<file path="config.mk">
export PLATFORM = sky130hd
export DESIGN_NAME = fault_flag_reporting
export DESIGN_NICKNAME = d
export VERILOG_FILES = /design/src/fault_flag_pkg.sv /design/src/fault_flag_reporting.sv /design/src/pulse_gen.sv
export VERILOG_INCLUDE_DIRS = /design/src
export SDC_FILE = /design/constraint.sdc
export NUM_CORES = 1
export LEC_CHECK = 0
export CORE_ASPECT_RATIO = 0.9
export CORE_MARGIN = 5
export CORE_UTILIZATION = 30
export CTS_BUF_LIST = sky130_fd_sc_hd__clkbuf_8
export DETAILED_ROUTE_END_ITERATION = 16
export DONT_BUFFER_PORTS = 1
export MAX_ROUTING_LAYER = met4
export SLEW_MARGIN = 15
export SYNTH_ARGS = -nofsm -noshare
export SYNTH_HDL_FRONTEND = slang
export SYNTH_SLANG_ARGS = --single-unit
</file>
<file path="constraint.sdc">
create_clock -name pclk -period 2.7 [get_ports pclk]
set_input_delay 0.27 -clock pclk [delete_from_list [all_inputs] [get_ports pclk]]
set_output_delay 0.27 -clock pclk [all_outputs]
set_load 0.005 [all_outputs]
</file>
<file path="src/fault_flag_params.svh">
// fault_flag_params.svh: offsets, bit positions, reset values and timing
// counts for the fault flag reporting block.
// assumes a 100 MHz register clock and a 32-bit apb register bus.
`ifndef FAULT_FLAG_PARAMS_SVH
`define FAULT_FLAG_PARAMS_SVH

// ----------------------------------------------------------------------
// register byte offsets
// ----------------------------------------------------------------------
`define REG_STATUS 12'h000
`define REG_FAULT_PIN_BRIDGE 12'h004
`define REG_FAULT_PIN_SUPPLY 12'h008
`define REG_MASK 12'h00c
`define REG_CONFIG 12'h010
`define REG_IRQ_STATUS 12'h014
`define REG_IRQ_MASK 12'h018

// ----------------------------------------------------------------------
// latched fault vector layout
// ----------------------------------------------------------------------
`define NUM_FAULTS 21
`define FB_POR 0
`define FB_OVERTEMP 1
`define FB_LINK 2
`define FB_NVM 3
`define FB_SUPPLY 4
`define FB_OVERCURRENT 11
`define FB_BOOT 12
`define FB_VDS 15
`define MASKABLE 21'h1ffff0
`define CLR_STATUS 21'h000ff7
`define CLR_FAULT_PIN_BRIDGE 21'h1ff000
`define CLR_FAULT_PIN_SUPPLY 21'h0000f0
`define FLAGS_RESET 21'h000001

// status word summary bits
`define ST_BOOT_BIT 12
`define ST_VDS_BIT 13
`define ST_ANY_BIT 15

// irq bits: fault newly latched, bus transfer rejected
`define IRQ_NEW_FAULT 0
`define IRQ_REJECT 1

// ----------------------------------------------------------------------
// fault pin pulse timing
// ----------------------------------------------------------------------
`define CLK_PERIOD_NS 10
`define PULSE_PERIOD_MS 100
`define DUTY_FAULT_PCT 20
`define DUTY_OK_PCT 80
`define PULSE_PERIOD_CYC (`PULSE_PERIOD_MS * 1000000 / `CLK_PERIOD_NS)

`endif

</file>
<file path="src/fault_flag_pkg.sv">
// fault_flag_pkg: types shared by the fault flag reporting files.
// assumes nothing of its surroundings.
package fault_flag_pkg;

    // fault pin function, in the order of the two select bits
    typedef enum logic [1:0] {
        PIN_LEVEL,
        PIN_PULSE,
        PIN_LEVEL_ALT,
        PIN_CLOCK
    } pin_mode_e;

    // software configuration word
    typedef struct packed {
        logic keep_faults_on_read;
        logic [1:0] fault_pin_select;
    } cfg_s;

    // synchronised inputs from the fault detectors
    typedef struct packed {
        logic outputs_disabled;
        logic [20:0] src;
    } det_s;

endpackage : fault_flag_pkg

</file>
<file path="src/fault_flag_reporting.sv">
// fault_flag_reporting: latches chip, monitor and bridge faults, serves
// them over apb and drives the open-drain fault pin.
// assumes fault detectors, strobe and disable inputs are asynchronous.
//
// Overview of operation
// - status bit 15 is set while any latched fault bit is set.
// - the fault flag appears on the serial first bit when the strobe falls.
// - fault bits stay latched until read with keep_faults_on_read low.
// - with keep_faults_on_read high a read clears nothing.
// - noncritical faults are maskable; chip-level faults are not.
// - twenty-one fault sources in chip, monitor and bridge classes.
// - the status register can be read at any time.
// - diagnostic registers name the exact vds, boot or supply fault.
// - fault_pin_select picks level, pulsed or clock pin function.
// - level mode pulls the pin low while a fault or disable is present.
// - pulsed mode runs a continuous 100 ms period.
// - pulsed duty is 20 percent with a fault, 80 percent without.
// - the fault pin is open-drain, only ever pulled low.
// - a rejected transfer clears nothing and sets link_transfer_fault.
// - the nvm integrity fault clears only by power-on reset.
// - power-on reset sets any_fault_flag and the power-on flag.
//
// Design decisions made here: the APB slave port and the address map.
`timescale 1ns/1ps
`include "fault_flag_params.svh"
module fault_flag_reporting #(
    parameter int PULSE_PERIOD_CYC = `PULSE_PERIOD_CYC
) (
    input wire logic pclk,
    input wire logic presetn,
    input wire logic ce,
    input wire logic psel,
    input wire logic penable,
    input wire logic pwrite,
    input wire logic [11:0] paddr,
    input wire logic [31:0] pwdata,
    output logic [31:0] prdata,
    output logic pready,
    output logic pslverr,
    input wire logic [20:0] fault_in,
    input wire logic outputs_disabled,
    input wire logic serial_strobe_n,
    output logic serial_first_bit,
    output logic serial_first_bit_oe,
    output logic fault_pin_o,
    output logic fault_pin_oe,
    output logic any_fault_flag,
    output logic irq
);
    localparam int N = `NUM_FAULTS;
    localparam int HI_FAULT_CYC = PULSE_PERIOD_CYC * `DUTY_FAULT_PCT / 100;
    localparam int HI_OK_CYC = PULSE_PERIOD_CYC * `DUTY_OK_PCT / 100;

    // ------------------------------------------------------------------
    // state
    // ------------------------------------------------------------------
    fault_flag_pkg::det_s det_s1_q;
    fault_flag_pkg::det_s det_q;
    logic strobe_s1_q;
    logic strobe_q;
    logic [N-1:0] flags_q;
    logic [N-1:0] flags_d;
    logic ff_q;
    logic [N-1:0] mask_q;
    fault_flag_pkg::cfg_s cfg_q;
    logic [1:0] irq_st_q;
    logic [1:0] irq_st_d;
    logic [1:0] irq_en_q;
    logic [31:0] rdata_q;
    logic err_q;
    logic [N-1:0] clr_q;
    logic pin_oe_q;
    logic clk_q;

    // ------------------------------------------------------------------
    // decode
    // ------------------------------------------------------------------
    logic setup;
    logic fire;
    logic wr_fire;
    logic rd_fire;
    logic hit_status;
    logic hit_bridge;
    logic hit_supply;
    logic hit_mask;
    logic hit_cfg;
    logic hit_ist;
    logic hit_ien;
    logic read_only;
    logic bad_req;
    logic [N-1:0] rd_clr;
    logic [31:0] rd_mux;
    logic [N-1:0] mask_eff;
    logic [N-1:0] src_eff;
    logic [N-1:0] set_v;
    logic fault_now;
    logic pulse_high;
    logic want_low;
    fault_flag_pkg::pin_mode_e mode;

    // status word: chip and monitor bits low, bridge summaries above
    function automatic logic [31:0] status_word(input logic [N-1:0] f, input logic ff);
        logic [31:0] w;
        w = '0;
        w[`FB_OVERCURRENT:0] = f[`FB_OVERCURRENT:0];
        w[`ST_BOOT_BIT] = |f[`FB_BOOT +: 3];
        w[`ST_VDS_BIT] = |f[`FB_VDS +: 6];
        w[`ST_ANY_BIT] = ff;
        return w;
    endfunction : status_word

    // widen a narrow field to a bus word with zero upper bits
    function automatic logic [31:0] zext(input logic [N-1:0] v);
        return {{(32 - N){1'b0}}, v};
    endfunction : zext

    // bus phases; the answer is ready on the first access cycle
    assign setup = psel & ~penable & ce;
    assign pready = psel & penable & ce;
    assign fire = pready & ~err_q;
    assign wr_fire = fire & pwrite;
    assign rd_fire = fire & ~pwrite;
    assign pslverr = pready & err_q;
    assign prdata = rdata_q;

    // address decode
    assign hit_status = (paddr == `REG_STATUS);
    assign hit_bridge = (paddr == `REG_FAULT_PIN_BRIDGE);
    assign hit_supply = (paddr == `REG_FAULT_PIN_SUPPLY);
    assign hit_mask = (paddr == `REG_MASK);
    assign hit_cfg = (paddr == `REG_CONFIG);
    assign hit_ist = (paddr == `REG_IRQ_STATUS);
    assign hit_ien = (paddr == `REG_IRQ_MASK);
    assign read_only = hit_status | hit_bridge | hit_supply;
    // unmapped addresses and writes to the fault words are rejected
    assign bad_req = ~(read_only | hit_mask | hit_cfg | hit_ist | hit_ien)
        | (pwrite & read_only);

    // bits that a read of each fault word will clear; nvm is never here
    assign rd_clr = hit_status ? `CLR_STATUS
        : hit_bridge ? `CLR_FAULT_PIN_BRIDGE
        : hit_supply ? `CLR_FAULT_PIN_SUPPLY : '0;

    // read mux; status has no gating on bridge or fault state
    assign rd_mux = hit_status ? status_word(flags_q, ff_q)
        : hit_bridge ? zext(flags_q & `CLR_FAULT_PIN_BRIDGE) >> `FB_BOOT
        : hit_supply ? zext(flags_q & `CLR_FAULT_PIN_SUPPLY) >> `FB_SUPPLY
        : hit_mask ? zext(mask_q)
        : hit_cfg ? {29'h0000000, cfg_q}
        : hit_ist ? {30'h00000000, irq_st_q}
        : hit_ien ? {30'h00000000, irq_en_q} : 32'h00000000;

    // ------------------------------------------------------------------
    // fault latching
    // ------------------------------------------------------------------
    // chip-level sources ignore the mask, the rest obey it
    assign mask_eff = mask_q & `MASKABLE;
    assign src_eff = det_q.src & ~mask_eff;
    // a rejected transfer raises the link fault bit itself
    assign set_v = src_eff | (N'(pslverr) << `FB_LINK);

    // read clears only bits that were returned; new sets always win
    always_comb begin
        flags_d = flags_q;
        if (rd_fire && !cfg_q.keep_faults_on_read) begin
            flags_d = flags_q & ~clr_q;
        end
        flags_d = flags_d | set_v;
    end

    // interrupt status: sticky, write one to clear, set wins
    always_comb begin
        irq_st_d = irq_st_q;
        if (wr_fire && hit_ist) begin
            irq_st_d = irq_st_q & ~pwdata[1:0];
        end
        irq_st_d[`IRQ_NEW_FAULT] = irq_st_d[`IRQ_NEW_FAULT] | (|(set_v & ~flags_q));
        irq_st_d[`IRQ_REJECT] = irq_st_d[`IRQ_REJECT] | pslverr;
    end
    assign irq = |(irq_st_q & irq_en_q);

    // ------------------------------------------------------------------
    // input synchronisers
    // ------------------------------------------------------------------
    // detector levels and the strobe pin pass two flops before use
    always_ff @(posedge pclk or negedge presetn) begin
        if (!presetn) begin
            det_s1_q <= '0;
            det_q <= '0;
            strobe_s1_q <= 1'b1;
            strobe_q <= 1'b1;
        end else if (ce) begin
            det_s1_q <= {outputs_disabled, fault_in};
            det_q <= det_s1_q;
            strobe_s1_q <= serial_strobe_n;
            strobe_q <= strobe_s1_q;
        end
    end

    // ------------------------------------------------------------------
    // fault registers
    // ------------------------------------------------------------------
    // reset leaves the power-on flag and the common flag set
    always_ff @(posedge pclk or negedge presetn) begin
        if (!presetn) begin
            flags_q <= `FLAGS_RESET;
            ff_q <= 1'b1;
        end else if (ce) begin
            flags_q <= flags_d;
            ff_q <= |flags_d;
        end
    end

    // ------------------------------------------------------------------
    // software registers
    // ------------------------------------------------------------------
    always_ff @(posedge pclk or negedge presetn) begin
        if (!presetn) begin
            mask_q <= '0;
            cfg_q <= '0;
            irq_en_q <= 2'b00;
            irq_st_q <= 2'b00;
        end else if (ce) begin
            if (wr_fire && hit_mask) begin
                mask_q <= pwdata[N-1:0];
            end
            if (wr_fire && hit_cfg) begin
                cfg_q <= pwdata[2:0];
            end
            if (wr_fire && hit_ien) begin
                irq_en_q <= pwdata[1:0];
            end
            irq_st_q <= irq_st_d;
        end
    end

    // read data and error are fixed in the setup cycle, so the bits a
    // read clears are exactly the bits the master saw
    always_ff @(posedge pclk or negedge presetn) begin
        if (!presetn) begin
            rdata_q <= '0;
            err_q <= 1'b0;
            clr_q <= '0;
        end else if (setup) begin
            rdata_q <= pwrite ? 32'h00000000 : rd_mux;
            err_q <= bad_req;
            clr_q <= rd_clr & flags_q;
        end
    end

    // ------------------------------------------------------------------
    // serial poll bit
    // ------------------------------------------------------------------
    // the common flag is driven whenever the strobe is low
    assign serial_first_bit = ff_q;
    assign serial_first_bit_oe = ~strobe_q;
    assign any_fault_flag = ff_q;

    // ------------------------------------------------------------------
    // fault pin
    // ------------------------------------------------------------------
    // present fault: live unmasked source or disabled outputs
    assign fault_now = (|src_eff) | det_q.outputs_disabled;
    assign mode = fault_flag_pkg::pin_mode_e'(cfg_q.fault_pin_select);

    pulse_gen #(
        .PERIOD_CYC(PULSE_PERIOD_CYC),
        .HI_FAULT_CYC(HI_FAULT_CYC),
        .HI_OK_CYC(HI_OK_CYC)
    ) u_pulse (
        .pclk(pclk),
        .presetn(presetn),
        .ce(ce),
        .fault(fault_now),
        .pulse_high(pulse_high)
    );

    // pin function select
    always_comb begin
        unique case (mode)
            fault_flag_pkg::PIN_LEVEL: want_low = fault_now;
            fault_flag_pkg::PIN_PULSE: want_low = ~pulse_high;
            fault_flag_pkg::PIN_LEVEL_ALT: want_low = fault_now;
            fault_flag_pkg::PIN_CLOCK: want_low = clk_q;
        endcase
    end

    // registered enable keeps glitches off the pin; clock is pclk / 2
    always_ff @(posedge pclk or negedge presetn) begin
        if (!presetn) begin
            pin_oe_q <= 1'b0;
            clk_q <= 1'b0;
        end else if (ce) begin
            pin_oe_q <= want_low;
            clk_q <= ~clk_q;
        end
    end

    // open drain: only ever pulls low, released high by the pull-up
    assign fault_pin_o = 1'b0;
    assign fault_pin_oe = pin_oe_q;
endmodule : fault_flag_reporting

</file>
<file path="src/pulse_gen.sv">
// pulse_gen: periodic waveform for the fault pin pulsed mode.
// assumes fault is a level on pclk; high time switches at once.
`timescale 1ns/1ps
module pulse_gen #(
    parameter int PERIOD_CYC = 10000000,
    parameter int HI_FAULT_CYC = 2000000,
    parameter int HI_OK_CYC = 8000000
) (
    input wire logic pclk,
    input wire logic presetn,
    input wire logic ce,
    input wire logic fault,
    output logic pulse_high
);
    localparam int W = $clog2(PERIOD_CYC);
    localparam logic [W-1:0] LAST = W'(PERIOD_CYC - 1);

    logic [W-1:0] cnt_q;
    logic [W-1:0] thr;
    logic pulse_q;

    // duty threshold follows the present fault state
    assign thr = fault ? W'(HI_FAULT_CYC) : W'(HI_OK_CYC);
    assign pulse_high = pulse_q;

    // free running period counter, runs whatever the fault state
    always_ff @(posedge pclk or negedge presetn) begin
        if (!presetn) begin
            cnt_q <= '0;
            pulse_q <= 1'b0;
        end else if (ce) begin
            cnt_q <= (cnt_q == LAST) ? '0 : cnt_q + 1'b1;
            pulse_q <= (cnt_q < thr);
        end
    end
endmodule : pulse_gen
</file>
### After elaboration in Yosys (flattened, before gate mapping)

Index checks and enable logic that the tools add are counted.

* muxes and demuxes: 16
* eq/ne operators: 10
* reductions and logical operators: 18
* magnitude comparators: 1
* bitwise logic cells: 38
* add/sub/neg operators: 1

Operators with widths (count)
* two-way mux 21 bit: 8
* AND 21 bit: 4
* inverter 21 bit: 3
* OR reduction 21 bit: 3
* equality test 12 x 5 -> 1 bit, second input constant: 3
* adder 24 x 1 -> 24 bit, second input constant: 1
* equality test 12 x 4 -> 1 bit, second input constant: 2
* equality test 24 bit, second input constant: 1
* < comparator 24 bit: 1
* two-way mux 24 bit: 1
* two-way mux 23 bit: 1
* bitwise OR 21 bit: 1
* bitwise OR 21 x 3 -> 21 bit: 1
* equality test 12 x 3 -> 1 bit, second input constant: 1
* logical NOT 12 bit: 1
* bitwise OR 1 bit: 10
* AND 1 bit: 9
* two-way mux 8 bit: 1
* inverter 1 bit: 7
* two-way mux 2 bit: 3
* AND reduction 2 bit: 3
* OR reduction 6 bit: 1
* logical AND 1 bit: 5
* AND 2 bit: 2
* 9 further kinds: 11

* register bits after elaboration: 177
* word-level logic and storage cells: 104
* input port bits: 73
* output and inout port bits: 40

### Depth between registers and ports, before layout

Gate-level depths: netlist (run 1).

* word-level depth: 9
* mapped depth: 11
* mapped depth without buffers: 11

### Modules after synthesis

Synthesis (run 1) repeated with hierarchy kept, for this count alone.

* cell total of the unflattened synthesis: 693
* area total of the unflattened synthesis: 7845.0 sq um

Modules (own cells, without submodules)
* fault_flag_reporting: times used 1, area each 6378.6 sq um, seq. area each 3508.4 sq um, cells an instance 546
* pulse_gen: times used 1, area each 1466.4 sq um, seq. area each 625.6 sq um, cells an instance 147

### Worst setup path before layout (run 1)

OpenSTA, ideal clock, no wires.

* path kind: flip-flop to flip-flop
* start point: register det_q[1] in the netlist's numbering
* end point: register u_pulse.pulse_q, in the netlist u_pulse.pulse_high
* arrival: 2.459 ns
* slack: 0.164 ns
* data required time: 2.623 ns
* period minus slack after synthesis: 2.536 ns
* setup time: 0.077 ns
* buffers on the path: 0
* stages on the path, launching flop included: 11
* cell sequence: dfrtp_1 > or4_1 > nor4_1 > nand3_1 > ha_1 > o21a_1 > o21ai_0 > a21boi_0 > o41ai_1 > o211ai_1 > a21oi_1

* word-level cells in the longest chain between the ends: 5

RTL lines
* from (decl): line fault_flag_reporting.sv:58 `fault_flag_pkg::det_s det_q;`
* from (signal assigned): line fault_flag_reporting.sv:194 `det_q <= det_s1_q;`
* AND 21 bit: line fault_flag_reporting.sv:158 `assign src_eff = det_q.src & ~mask_eff;`
* OR reduction 21 bit: line fault_flag_reporting.sv:263 `assign fault_now = (|src_eff) | det_q.outputs_disabled;`
* bitwise OR 1 bit: line fault_flag_reporting.sv:263
* two-way mux 23 bit: line pulse_gen.sv:23 `assign thr = fault ? W'(HI_FAULT_CYC) : W'(HI_OK_CYC);`
* < comparator 24 bit: line pulse_gen.sv:33 `pulse_q <= (cnt_q < thr);`
* to (signal assigned): line pulse_gen.sv:33
* to (decl): line pulse_gen.sv:20 `logic pulse_q;`

No other way between the ends.
A chain may end at the register's enable or synchronous reset.

### Worst setup path in the final report (run 1)

* start point: register det_q[4] in the netlist's numbering
* end point: register u_pulse.pulse_q, in the netlist u_pulse.pulse_high

The elaborated chain is that of the path after synthesis.

==> impl_metrics.py, run 1 <==
metrics = {
    "sta": {
        "timing.slew.headroom_pct": 48.2,
        "maxSlewViolCount": 0,
        "fin_hold_ws_ns": -0.499,
        "fmax_ghz": 0.385,
        "setup_viol": 0,
        "tightest_slew_ns": 0.771,
        "hold_viol": 165,
        "fin_crit_sh_pct": 96.2,
        "finClkSkew_ns": 0.0137,
        "fin_crit_ns": 2.60,
        "finalSetupTns_ns": 0,
        "rsz0062_at_grt": "true",
    },
    "setup_path": {
        "cp-end-kind": "register",
        "slowest_delay_ns": 0.48,
        "r2r.worst_path.cells": 13,
        "crit_slowest_cell": "or4_1",
        "path_cells": "nor2b_1, or4_1, nor4_4, nand3_2, buf_4, inv_1, buf_4, ha_1, a31oi_1, nor2_1, o21ai_0, a22oi_1, a21oi_1",
        "cpMostUsedCell": "buf_4",
        "cp.arrival_ns": 2.99,
        "crit_type": "register to register",
        "critPathRequiredTime_ns": 3.09,
        "cp_max_fo": 3,
        "worstSetupStartpointType": "register",
    },
    "synthesis": {
        "avgSynthCellArea_um2": 11.0,
        "async_flop_share_pct": 100,
        "synth_area_um2": 7650,
        "synth_top_area_cell": "dfrtp_1",
        "syn_inst": 697,
        "synth.area.mux_share_pct": 10.9,
        "synth-seq-cells": 165,
        "ys_types": 58,
        "yosysMostFrequentCell": "dfrtp_1",
        "ys_warn_count": 0,
        "synthSimpleGateAreaFrac_pct": 14.6,
        "synth_top_family_by_area": "simple AND/OR/NAND/NOR gates",
        "synth-edff-count": 0,
        "synth_common_cells": "dfrtp_1, nand2_1, o21ai_0",
        "seq_area_frac_synth_pct": 54.0,
        "synth-main-ff-cell": "dfrtp_1",
        "post-synth-top-area-fraction_pct": 52.7,
        "netlist_top_cells_area": "dfrtp_1, mux2_2, nand2_1",
        "synthAdderAreaFrac_pct": 1.31,
        "synth-xor-area-share_pct": 2.52,
        "synth-compound-area-share_pct": 12.5,
    },
    "die": {
        "initial_core_util_pct": 30.5,
        "die-area_um2": 28800,
        "core_area_um2": 25100,
        "die_h_um": 161,
        "num_rows": 55,
        "fp.dieW_um": 178,
        "io_pins": 113,
    },
    "final_layout": {
        "fin_util_pct": 35.8,
        "area_growth_pct": 17.5,
        "drive_gt1_share_pct": 15.2,
        "final_cell_count_no_fill": 1104,
        "layout.nets": 829,
        "final_area_um2": 8990,
        "nFillCells": 2497,
    },
    "global_route": {
        "overflow": 0,
        "grt_pass1_vias": 5474,
        "grt_pass1_wl_mm": 31.4,
        "antenna_found_initial": 1,
        "grt_start_max_net_pins": 166,
        "track_usage_pct": 14.3,
    },
    "detailed_routing": {
        "viasPerCell": 4.89,
        "wire_per_inst_um": 17.9,
        "remaining_drc_errors": 0,
        "drtPass1Iterations": 5,
        "wirelength_mm": 19.7,
        "via_count": 5398,
        "ant_nets": 0,
        "drtIter0Drc": 451,
    },
    "clock_tree": {
        "cts_buffers": 17,
        "path_clk_slew_ns": 0.10,
        "cts.sink_count": 165,
        "cts_tree": "yes",
        "cts_root_buffer": "clkbuf_8",
        "insertion_delay_ns": 0.47,
        "hold_buffers": 45,
        "htreeDepth": 4,
        "clk_path_buf_depth": 2,
    },
    "pwr": {
        "powerDensity_nw_per_um2": 574,
        "power.leakage_nw": 3.86,
        "irDropWorstVdd_v": 0.000249,
    },
    "placed_design": {
        "place_hpwl_mm": 13.8,
        "dp.cells": 1025,
        "place_area_um2": 8040,
        "place_congestion": 0.877,
        "portBuffers": 0,
    },
    "job": {
        "drv_cap": 0,
    },
    "hold_path": {
        "hold_path_class": "input pin to async pin",
    },
    "run_status": {
        "violations": "negative hold slack",
        "status": "finished, violations left",
    },
}
==> state kept, by name, summed over array words and instances (netlist names) <==
signal / flops
strobe_q: 1
flags_q: 21
det_q: 22
irq_en_q: 2
mode: 2
prdata: 21
mask_q: 21
clk_q: 1
clr_q: 20
u_pulse.cnt_q: 24
det_s1_q: 22
cfg_q: 1
u_pulse.pulse_high: 1
err_q: 1
fault_pin_oe: 1
irq_st_q: 2
strobe_s1_q: 1
any_fault_flag: 1
==> cells in the final DEF, fill, tap and decap left out, types with 13 or more instances in the layout <==
cell type and instances:
nand2b_1 19, mux2_2 48, xnor2_1 13, a21boi_0 14, o21ai_0 54, dfrtp_1 161, dlygate4sd3_1 44, nand2_1 82
mux2_1 20, clkbuf_8 19, nor2_1 34, nand3_1 14, inv_1 21, buf_4 19
==> what timing repair did <==
item                                    in CTS  in global routing
endpoints found under the setup margin       1                  1
gates resized for setup                      1                  3
hold endpoints to repair                   258                165
cloned                                       0                  0
setup buffers                                1                  0
pin swaps                                    1                  0
==> kinds of logic after synthesis <==
logic type,after synthesis
adder cells (fa/ha/maj),8
XOR/XNOR,22
AO/OA/AOI/OAI,143
other,1
buffers and inverters,65
AND/OR/NAND/NOR,218
multiplexers,75
flip-flops,165
==> layer usage <==
| layer | wire length, um | global-route usage, % |
|---|---|---|
| met3 | 1110 | 3.28 |
| met5 | 0 | - |
| met2 | 8720 | 20.6 |
| met4 | 314 | 3.94 |
| met1 | 9600 | 20.4 |
==> stage by stage <==
stage / total power (W) / setup WS, ns
global placement: 0.00311 / 0.00125
global route: 0.00537 / -0.202
floorplan: 0.00303 / 0.164
CTS: 0.00520 / 0.0267
detailed placement: 0.00312 / -0.00865
finish: 0.00516 / 0.104
==> cell type report <==
type / instances / area, um^2 / share of cell area (%)
Antenna cell: 1 / 2.50 / 0.0278
Clock buffer: 19 / 262 / 2.91
Clock inverter: 13 / 186 / 2.07
Inverter: 21 / 78.8 / 0.877
Multi-Input combinational cell: 478 / 3270 / 36.4
Sequential cell: 165 / 4130 / 46.0
Tap cell: 342 / 428 / 4.76
Timing Repair Buffer: 65 / 631 / 7.01
==> worst max-delay path: cells and delay by family (launching register included) <==
kind            cells  cell delay, ns
fa+ha+maj           1            0.23
buf+inv             3            0.36
compound gates      4            0.54
simple gates        5            1.00
flops               1            0.38
==> where the power goes <==
| part | internal [W] | switching [W] | total [W] |
|---|---|---|---|
| combinational | 0.000216 | 0.000208 | 0.000424 |
| clock | 0.000999 | 0.000998 | 0.00200 |
| sequential | 0.00261 | 0.000124 | 0.00274 |
==> final timing paths <==
check | from | end | slack [ns]
worst max-delay path | det_q[4] | u_pulse.pulse_high | 0.10
worst min-delay path | presetn | u_pulse.cnt_q[2] | -0.50
worst max register to register | det_q[4] | u_pulse.pulse_high | 0.10
worst min register to register | clr_q[19] | clr_q[19] | 0.49
max in group asynchronous | presetn | any_fault_flag | 2.91
min in group pclk | ce | fault_pin_oe | 0.01
Note: power is estimated with default switching activity, not from simulation.
==> run 2: changes to the inputs <==
- clock period: 2.7 -> 2.78 ns (I/O delays scaled with it)
==> run 2 against run 1 <==
  * The run still ends with negative hold slack left
  * Flip-flop and latch count unchanged
  * Clock skew about the same
  * Sequential power decreased by 3%
  * First-iteration DRC count increased by 4.9%
  * Combinational power decreased by 3%
  * Fmax decreased by 0.48%
  * Sequential share of layout area increased by 0.15 points
  * Final cell count unchanged
  * Clock power decreased by 11%
  * Critical path depth decreased by 2
  * Hold slack improved by 0.026 ns
  * Critical path type unchanged
  * Largest power group unchanged
==> impl_metrics.py, run 2 (same netlist as run 1, synthesis figures left out) <==
metrics = {
    "detailed_routing": {
        "drt-met1-wl_mm": 9.26,
        "wire_per_inst_um": 17.9,
        "wirelength_mm": 19.8,
        "remaining_drc_errors": 0,
        "drtPass1Iterations": 5,
        "dr_wl_met2_mm": 8.72,
        "drtIter0Drc": 473,
        "via_count": 5399,
        "highest_layer": "met4",
        "ant_nets": 0,
        "route.met3.wl_mm": 1.52,
        "viasPerCell": 4.89,
    },
    "setup_path": {
        "critPathTopFamily": "simple AND/OR/NAND/NOR gates",
        "cp_max_fo": 2,
        "worstSetupStartpointType": "register",
        "path_cells": "nor2b_1, or4_4, nor4_4, nand3_2, ha_1, o21a_1, o21ai_0, a21boi_1, o41ai_2, o211ai_1, a21oi_1",
        "slowest_delay_ns": 0.44,
        "path_depth": 11,
        "cp.arrival_ns": 2.99,
        "crit_slowest_cell": "or4_4",
        "critPathRequiredTime_ns": 3.16,
        "r2r.worst_path.cells": 11,
        "path_buf_inv": 0,
        "crit_type": "register to register",
        "cp-end-kind": "register",
    },
    "sta": {
        "tightest_slew_ns": 0.785,
        "fin_hold_ws_ns": -0.473,
        "finClkSkew_ns": 0.0142,
        "fin_crit_sh_pct": 93.8,
        "setup_viol": 0,
        "timing.slew.headroom_pct": 47.6,
        "rsz0062_at_grt": "true",
        "maxSlewViolCount": 0,
        "fin_crit_ns": 2.61,
        "hold_viol": 165,
        "setup_ws_ns": 0.171,
        "fmax_ghz": 0.383,
    },
    "global_route": {
        "antenna_found_initial": 0,
        "grt_start_max_net_pins": 166,
        "grt_pass1_vias": 5371,
        "overflow": 0,
        "grt_pass1_wl_mm": 31.2,
        "track_usage_pct": 14.4,
    },
    "final_layout": {
        "antenna_cells": 0,
        "final_cell_mix": "dfrtp_1, nand2_1, o21ai_0",
        "layout.nets": 830,
        "largestRegisters": "u_pulse.cnt_q (24), det_q (22), det_s1_q (22)",
        "largest_reg_flops": 24,
        "final_cell_count_no_fill": 1104,
        "top_register": "u_pulse.cnt_q",
        "nFillCells": 2501,
        "area_growth_pct": 17.2,
        "fin_util_pct": 35.7,
        "drive_gt1_share_pct": 15.5,
        "final_common_cell": "dfrtp_1",
    },
    "clock_tree": {
        "insertion_delay_ns": 0.45,
        "cts_tree": "yes",
        "cts_buffers": 17,
        "post_cts_buffers": 0,
        "cts_root_buffer": "clkbuf_8",
        "htreeDepth": 4,
        "path_clk_slew_ns": 0.10,
        "hold_buffers": 46,
        "clk_path_buf_depth": 2,
        "cts.sink_count": 165,
    },
    "placed_design": {
        "portBuffers": 0,
        "place_hpwl_mm": 13.8,
        "pre_cts_slack_ns": -0.00771,
        "place_congestion": 0.864,
        "dp.cells": 1026,
    },
    "die": {
        "num_rows": 55,
        "die-area_um2": 28800,
        "die_h_um": 161,
        "fp.dieW_um": 178,
        "core_area_um2": 25100,
        "initial_core_util_pct": 30.5,
        "io_pins": 113,
    },
    "run_status": {
        "violations": "negative hold slack",
        "status": "finished, violations left",
    },
    "pwr": {
        "finalPower_w": 0.00484,
        "irDropWorstVdd_v": 0.000246,
        "powerDensity_nw_per_um2": 540,
        "power.leakage_nw": 3.85,
    },
    "hold_path": {
        "hold_path_class": "input pin to async pin",
    },
    "job": {
        "drv_cap": 0,
    },
}
## run 2: final timing paths
path	startpoint	end	slack [ns]
max in group asynchronous	presetn	any_fault_flag	2.92
max reg2reg	det_q[4]	u_pulse.pulse_high	0.17
min reg2reg	clk_q	clk_q	0.48
max	det_q[4]	u_pulse.pulse_high	0.17
min in group pclk	ce	fault_pin_oe	0.04
min	presetn	u_pulse.cnt_q[5]	-0.47
## run 2: per-stage QoR
| stage | cell area, um^2 | setup TNS (ns) |
|---|---|---|
| 3_5_place_dp | 8050 | -0.00771 |
| 3_3_place_gp | 8050 | 0 |
| 4_1_cts | 8930 | 0 |
| 6_report | 8960 | 0 |
| 5_1_grt | 8960 | -0.0189 |
| 2_1_floorplan | 7690 | 0 |
## run 2: power breakdown
group	switching, W	total [W]	internal, W	leakage (nW)
combinational	0.000198	0.000410	0.000211	1.58
sequential	0.000119	0.00266	0.00254	2.06
clock	0.000950	0.00177	0.000822	0.209
total	0.00127	0.00484	0.00357	3.85
## run 2: repair_timing
action                                  4_1_cts  5_1_grt
pin swaps                                     0        1
hold endpoints to repair                    257      165
resized for setup                             1        6
endpoints found under the setup margin        1        1
## run 2: layout make-up
class,instances,area [um^2],share of cell area (%)
clock inverters,15,168,1.87
flip-flops and latches,165,4130,46.1
clock buffers,17,234,2.61
multi-input cells,478,3280,36.6
repair buffers,66,641,7.15
well taps,342,428,4.77
inverters,21,78.8,0.879
## run 2: routing by layer
metal,global-route usage [%],vias to the layer above
met4,4.19,0
met2,20.5,176
met3,3.28,22
li1,-,2565
met1,20.4,2636
met5,-,-
==> run 3: changes to the inputs <==
- MAX_ROUTING_LAYER: met4 -> default
- clock period: 2.78 -> 2.5 ns (I/O delays scaled with it)
==> run 3 against run 2 <==
  * The run ends with negative hold slack, negative setup slack left
  * Clock power up 10%
  * Worst setup slack worse by 0.19 ns
  * Die area unchanged
  * Flip-flop and latch count unchanged
  * First-iteration DRC count down 12%
  * Final cell count up 1.9%
==> impl_metrics.py, run 3 (same netlist as run 1, synthesis figures left out) <==
metrics = {
    "sta": {
        "fin_crit_sh_pct": 101,
        "timing.slew.headroom_pct": 49.9,
        "finClkSkew_ns": 0.0156,
        "setup_ws_ns": -0.0164,
        "hold_viol": 165,
        "rsz0062_at_grt": "true",
        "setup_viol": 1,
        "finalSetupTns_ns": -0.0164,
        "fmax_ghz": 0.397,
        "maxSlewViolCount": 0,
        "fin_hold_ws_ns": -0.515,
        "fin_crit_ns": 2.52,
        "tightest_slew_ns": 0.746,
    },
    "die": {
        "die-area_um2": 28800,
        "core_area_um2": 25100,
        "io_pins": 113,
        "num_rows": 55,
        "initial_core_util_pct": 30.5,
        "fp.dieW_um": 178,
        "die_h_um": 161,
    },
    "setup_path": {
        "rr_startpoint": "det_q[4]",
        "startpoint": "det_q[4]",
        "cp-end-kind": "register",
        "path_cells": "nor2b_1, or4_4, nor4_4, nand3_2, buf_6, inv_2, buf_4, ha_1, a31oi_1, nor2_1, o21ai_0, a22oi_1, a21oi_1",
        "path_depth": 13,
        "critPathTopFamily": "simple AND/OR/NAND/NOR gates",
        "critPathRequiredTime_ns": 2.88,
        "path_buf_inv": 3,
        "cp_max_fo": 2,
        "cp-endpoint": "u_pulse.pulse_high",
        "rrSetupSlack_ns": -0.02,
        "slowest_delay_ns": 0.44,
        "crit_slowest_cell": "or4_4",
        "crit_type": "register to register",
        "r2r-end": "u_pulse.pulse_high",
        "worstSetupStartpointType": "register",
        "r2r.worst_path.cells": 13,
        "cp.arrival_ns": 2.89,
    },
    "clock_tree": {
        "htreeDepth": 4,
        "cts_root_buffer": "clkbuf_8",
        "insertion_delay_ns": 0.46,
        "post_cts_buffers": 0,
        "cts_tree": "yes",
        "path_clk_slew_ns": 0.10,
        "hold_buffers": 45,
        "cts.sink_count": 165,
        "clk_path_buf_depth": 2,
        "cts_buffers": 17,
    },
    "detailed_routing": {
        "ant_nets": 0,
        "wire_per_inst_um": 18.1,
        "wirelength_mm": 20.4,
        "drtPass1Iterations": 5,
        "viasPerCell": 4.92,
        "remaining_drc_errors": 0,
        "drtIter0Drc": 417,
        "via_count": 5539,
    },
    "run_status": {
        "status": "finished, violations left",
        "violations": "negative hold slack, negative setup slack",
    },
    "global_route": {
        "antenna_found_initial": 0,
        "grt_start_max_net_pins": 166,
        "overflow": 0,
        "track_usage_pct": 14.3,
        "grt_pass1_vias": 5599,
        "grt_pass1_wl_mm": 32.3,
    },
    "final_layout": {
        "final_cell_mix": "dfrtp_1, nand2_1, o21ai_0",
        "layout.nets": 851,
        "drive_gt1_share_pct": 18.4,
        "largest_reg_flops": 24,
        "largestRegisters": "u_pulse.cnt_q (24), det_q (22), det_s1_q (22)",
        "antenna_cells": 0,
        "area_growth_pct": 19.7,
        "final_common_cell": "dfrtp_1",
        "top_register": "u_pulse.cnt_q",
    },
    "placed_design": {
        "portBuffers": 0,
        "place_congestion": 0.889,
        "place_hpwl_mm": 14.2,
    },
    "hold_path": {
        "hold_path_class": "input pin to async pin",
    },
    "job": {
        "drv_cap": 0,
    },
    "pwr": {
        "powerDensity_nw_per_um2": 591,
        "power.leakage_nw": 3.95,
        "irDropWorstVdd_v": 0.000283,
    },
}
[run 3: cell count changes in the layout (fill, tap and decap cells not counted), sizes merged]
| cell | change |
|---|---|
| buf | +22 |
| clkbuf | +1 |
| clkinv | -1 |
| clkinvlp | +2 |
| dlygate4sd3 | -1 |
| inv | -2 |
[run 3: layout make-up]
type / count / area [um^2]
clock buffers: 18 / 248
flip-flops and latches: 165 / 4130
repair buffers: 87 / 791
fillers: 2487 / 16000
well taps: 342 / 428
clock inverters: 14 / 153
multi-input cells: 478 / 3320
inverters: 21 / 78.8
[run 3: worst min-delay path by stage]
stage	endpoint	depth (start not counted)
6_report	prdata[19]	0
5_1_grt	prdata[19]	0
4_1_cts	prdata[19]	0
3_5_place_dp	prdata[19]	0
3_3_place_gp	prdata[19]	0
2_1_floorplan	cfg_q[2]	0
[run 3: power by group]
part / switching [W] / internal, W
logic: 0.000234 / 0.000267
registers: 0.000134 / 0.00282
clock network: 0.00103 / 0.000925
[run 3: repair_timing]
action                                 4_1_cts  5_1_grt
endpoints found under the hold margin      258      165
gates resized for setup                     10        4
setup endpoints to repair                    1        1
[run 3: per-stage QoR]
step	area [um^2]	total power [W]	std cells	worst slack, ns	util [%]
finish	9160	0.00541	1125	-0.0164	36.5
global route	9160	0.00564	1125	-0.200	36.5
CTS	9120	0.00546	1125	-0.0553	36.3
detailed placement	8210	0.00341	1048	-0.167	32.7
global placement	8210	0.00340	1048	-0.106	32.7
floorplan	7700	0.00327	708	0.0237	-
[run 3: layer usage]
metal | routed length (um) | up-vias | GRT usage, %
li1 | - | 2619 | -
met1 | 9350 | 2725 | 20.5
met2 | 9230 | 171 | 21.3
met3 | 1430 | 24 | 3.77
met4 | 356 | 0 | 4.43
met5 | 0 | - | 0
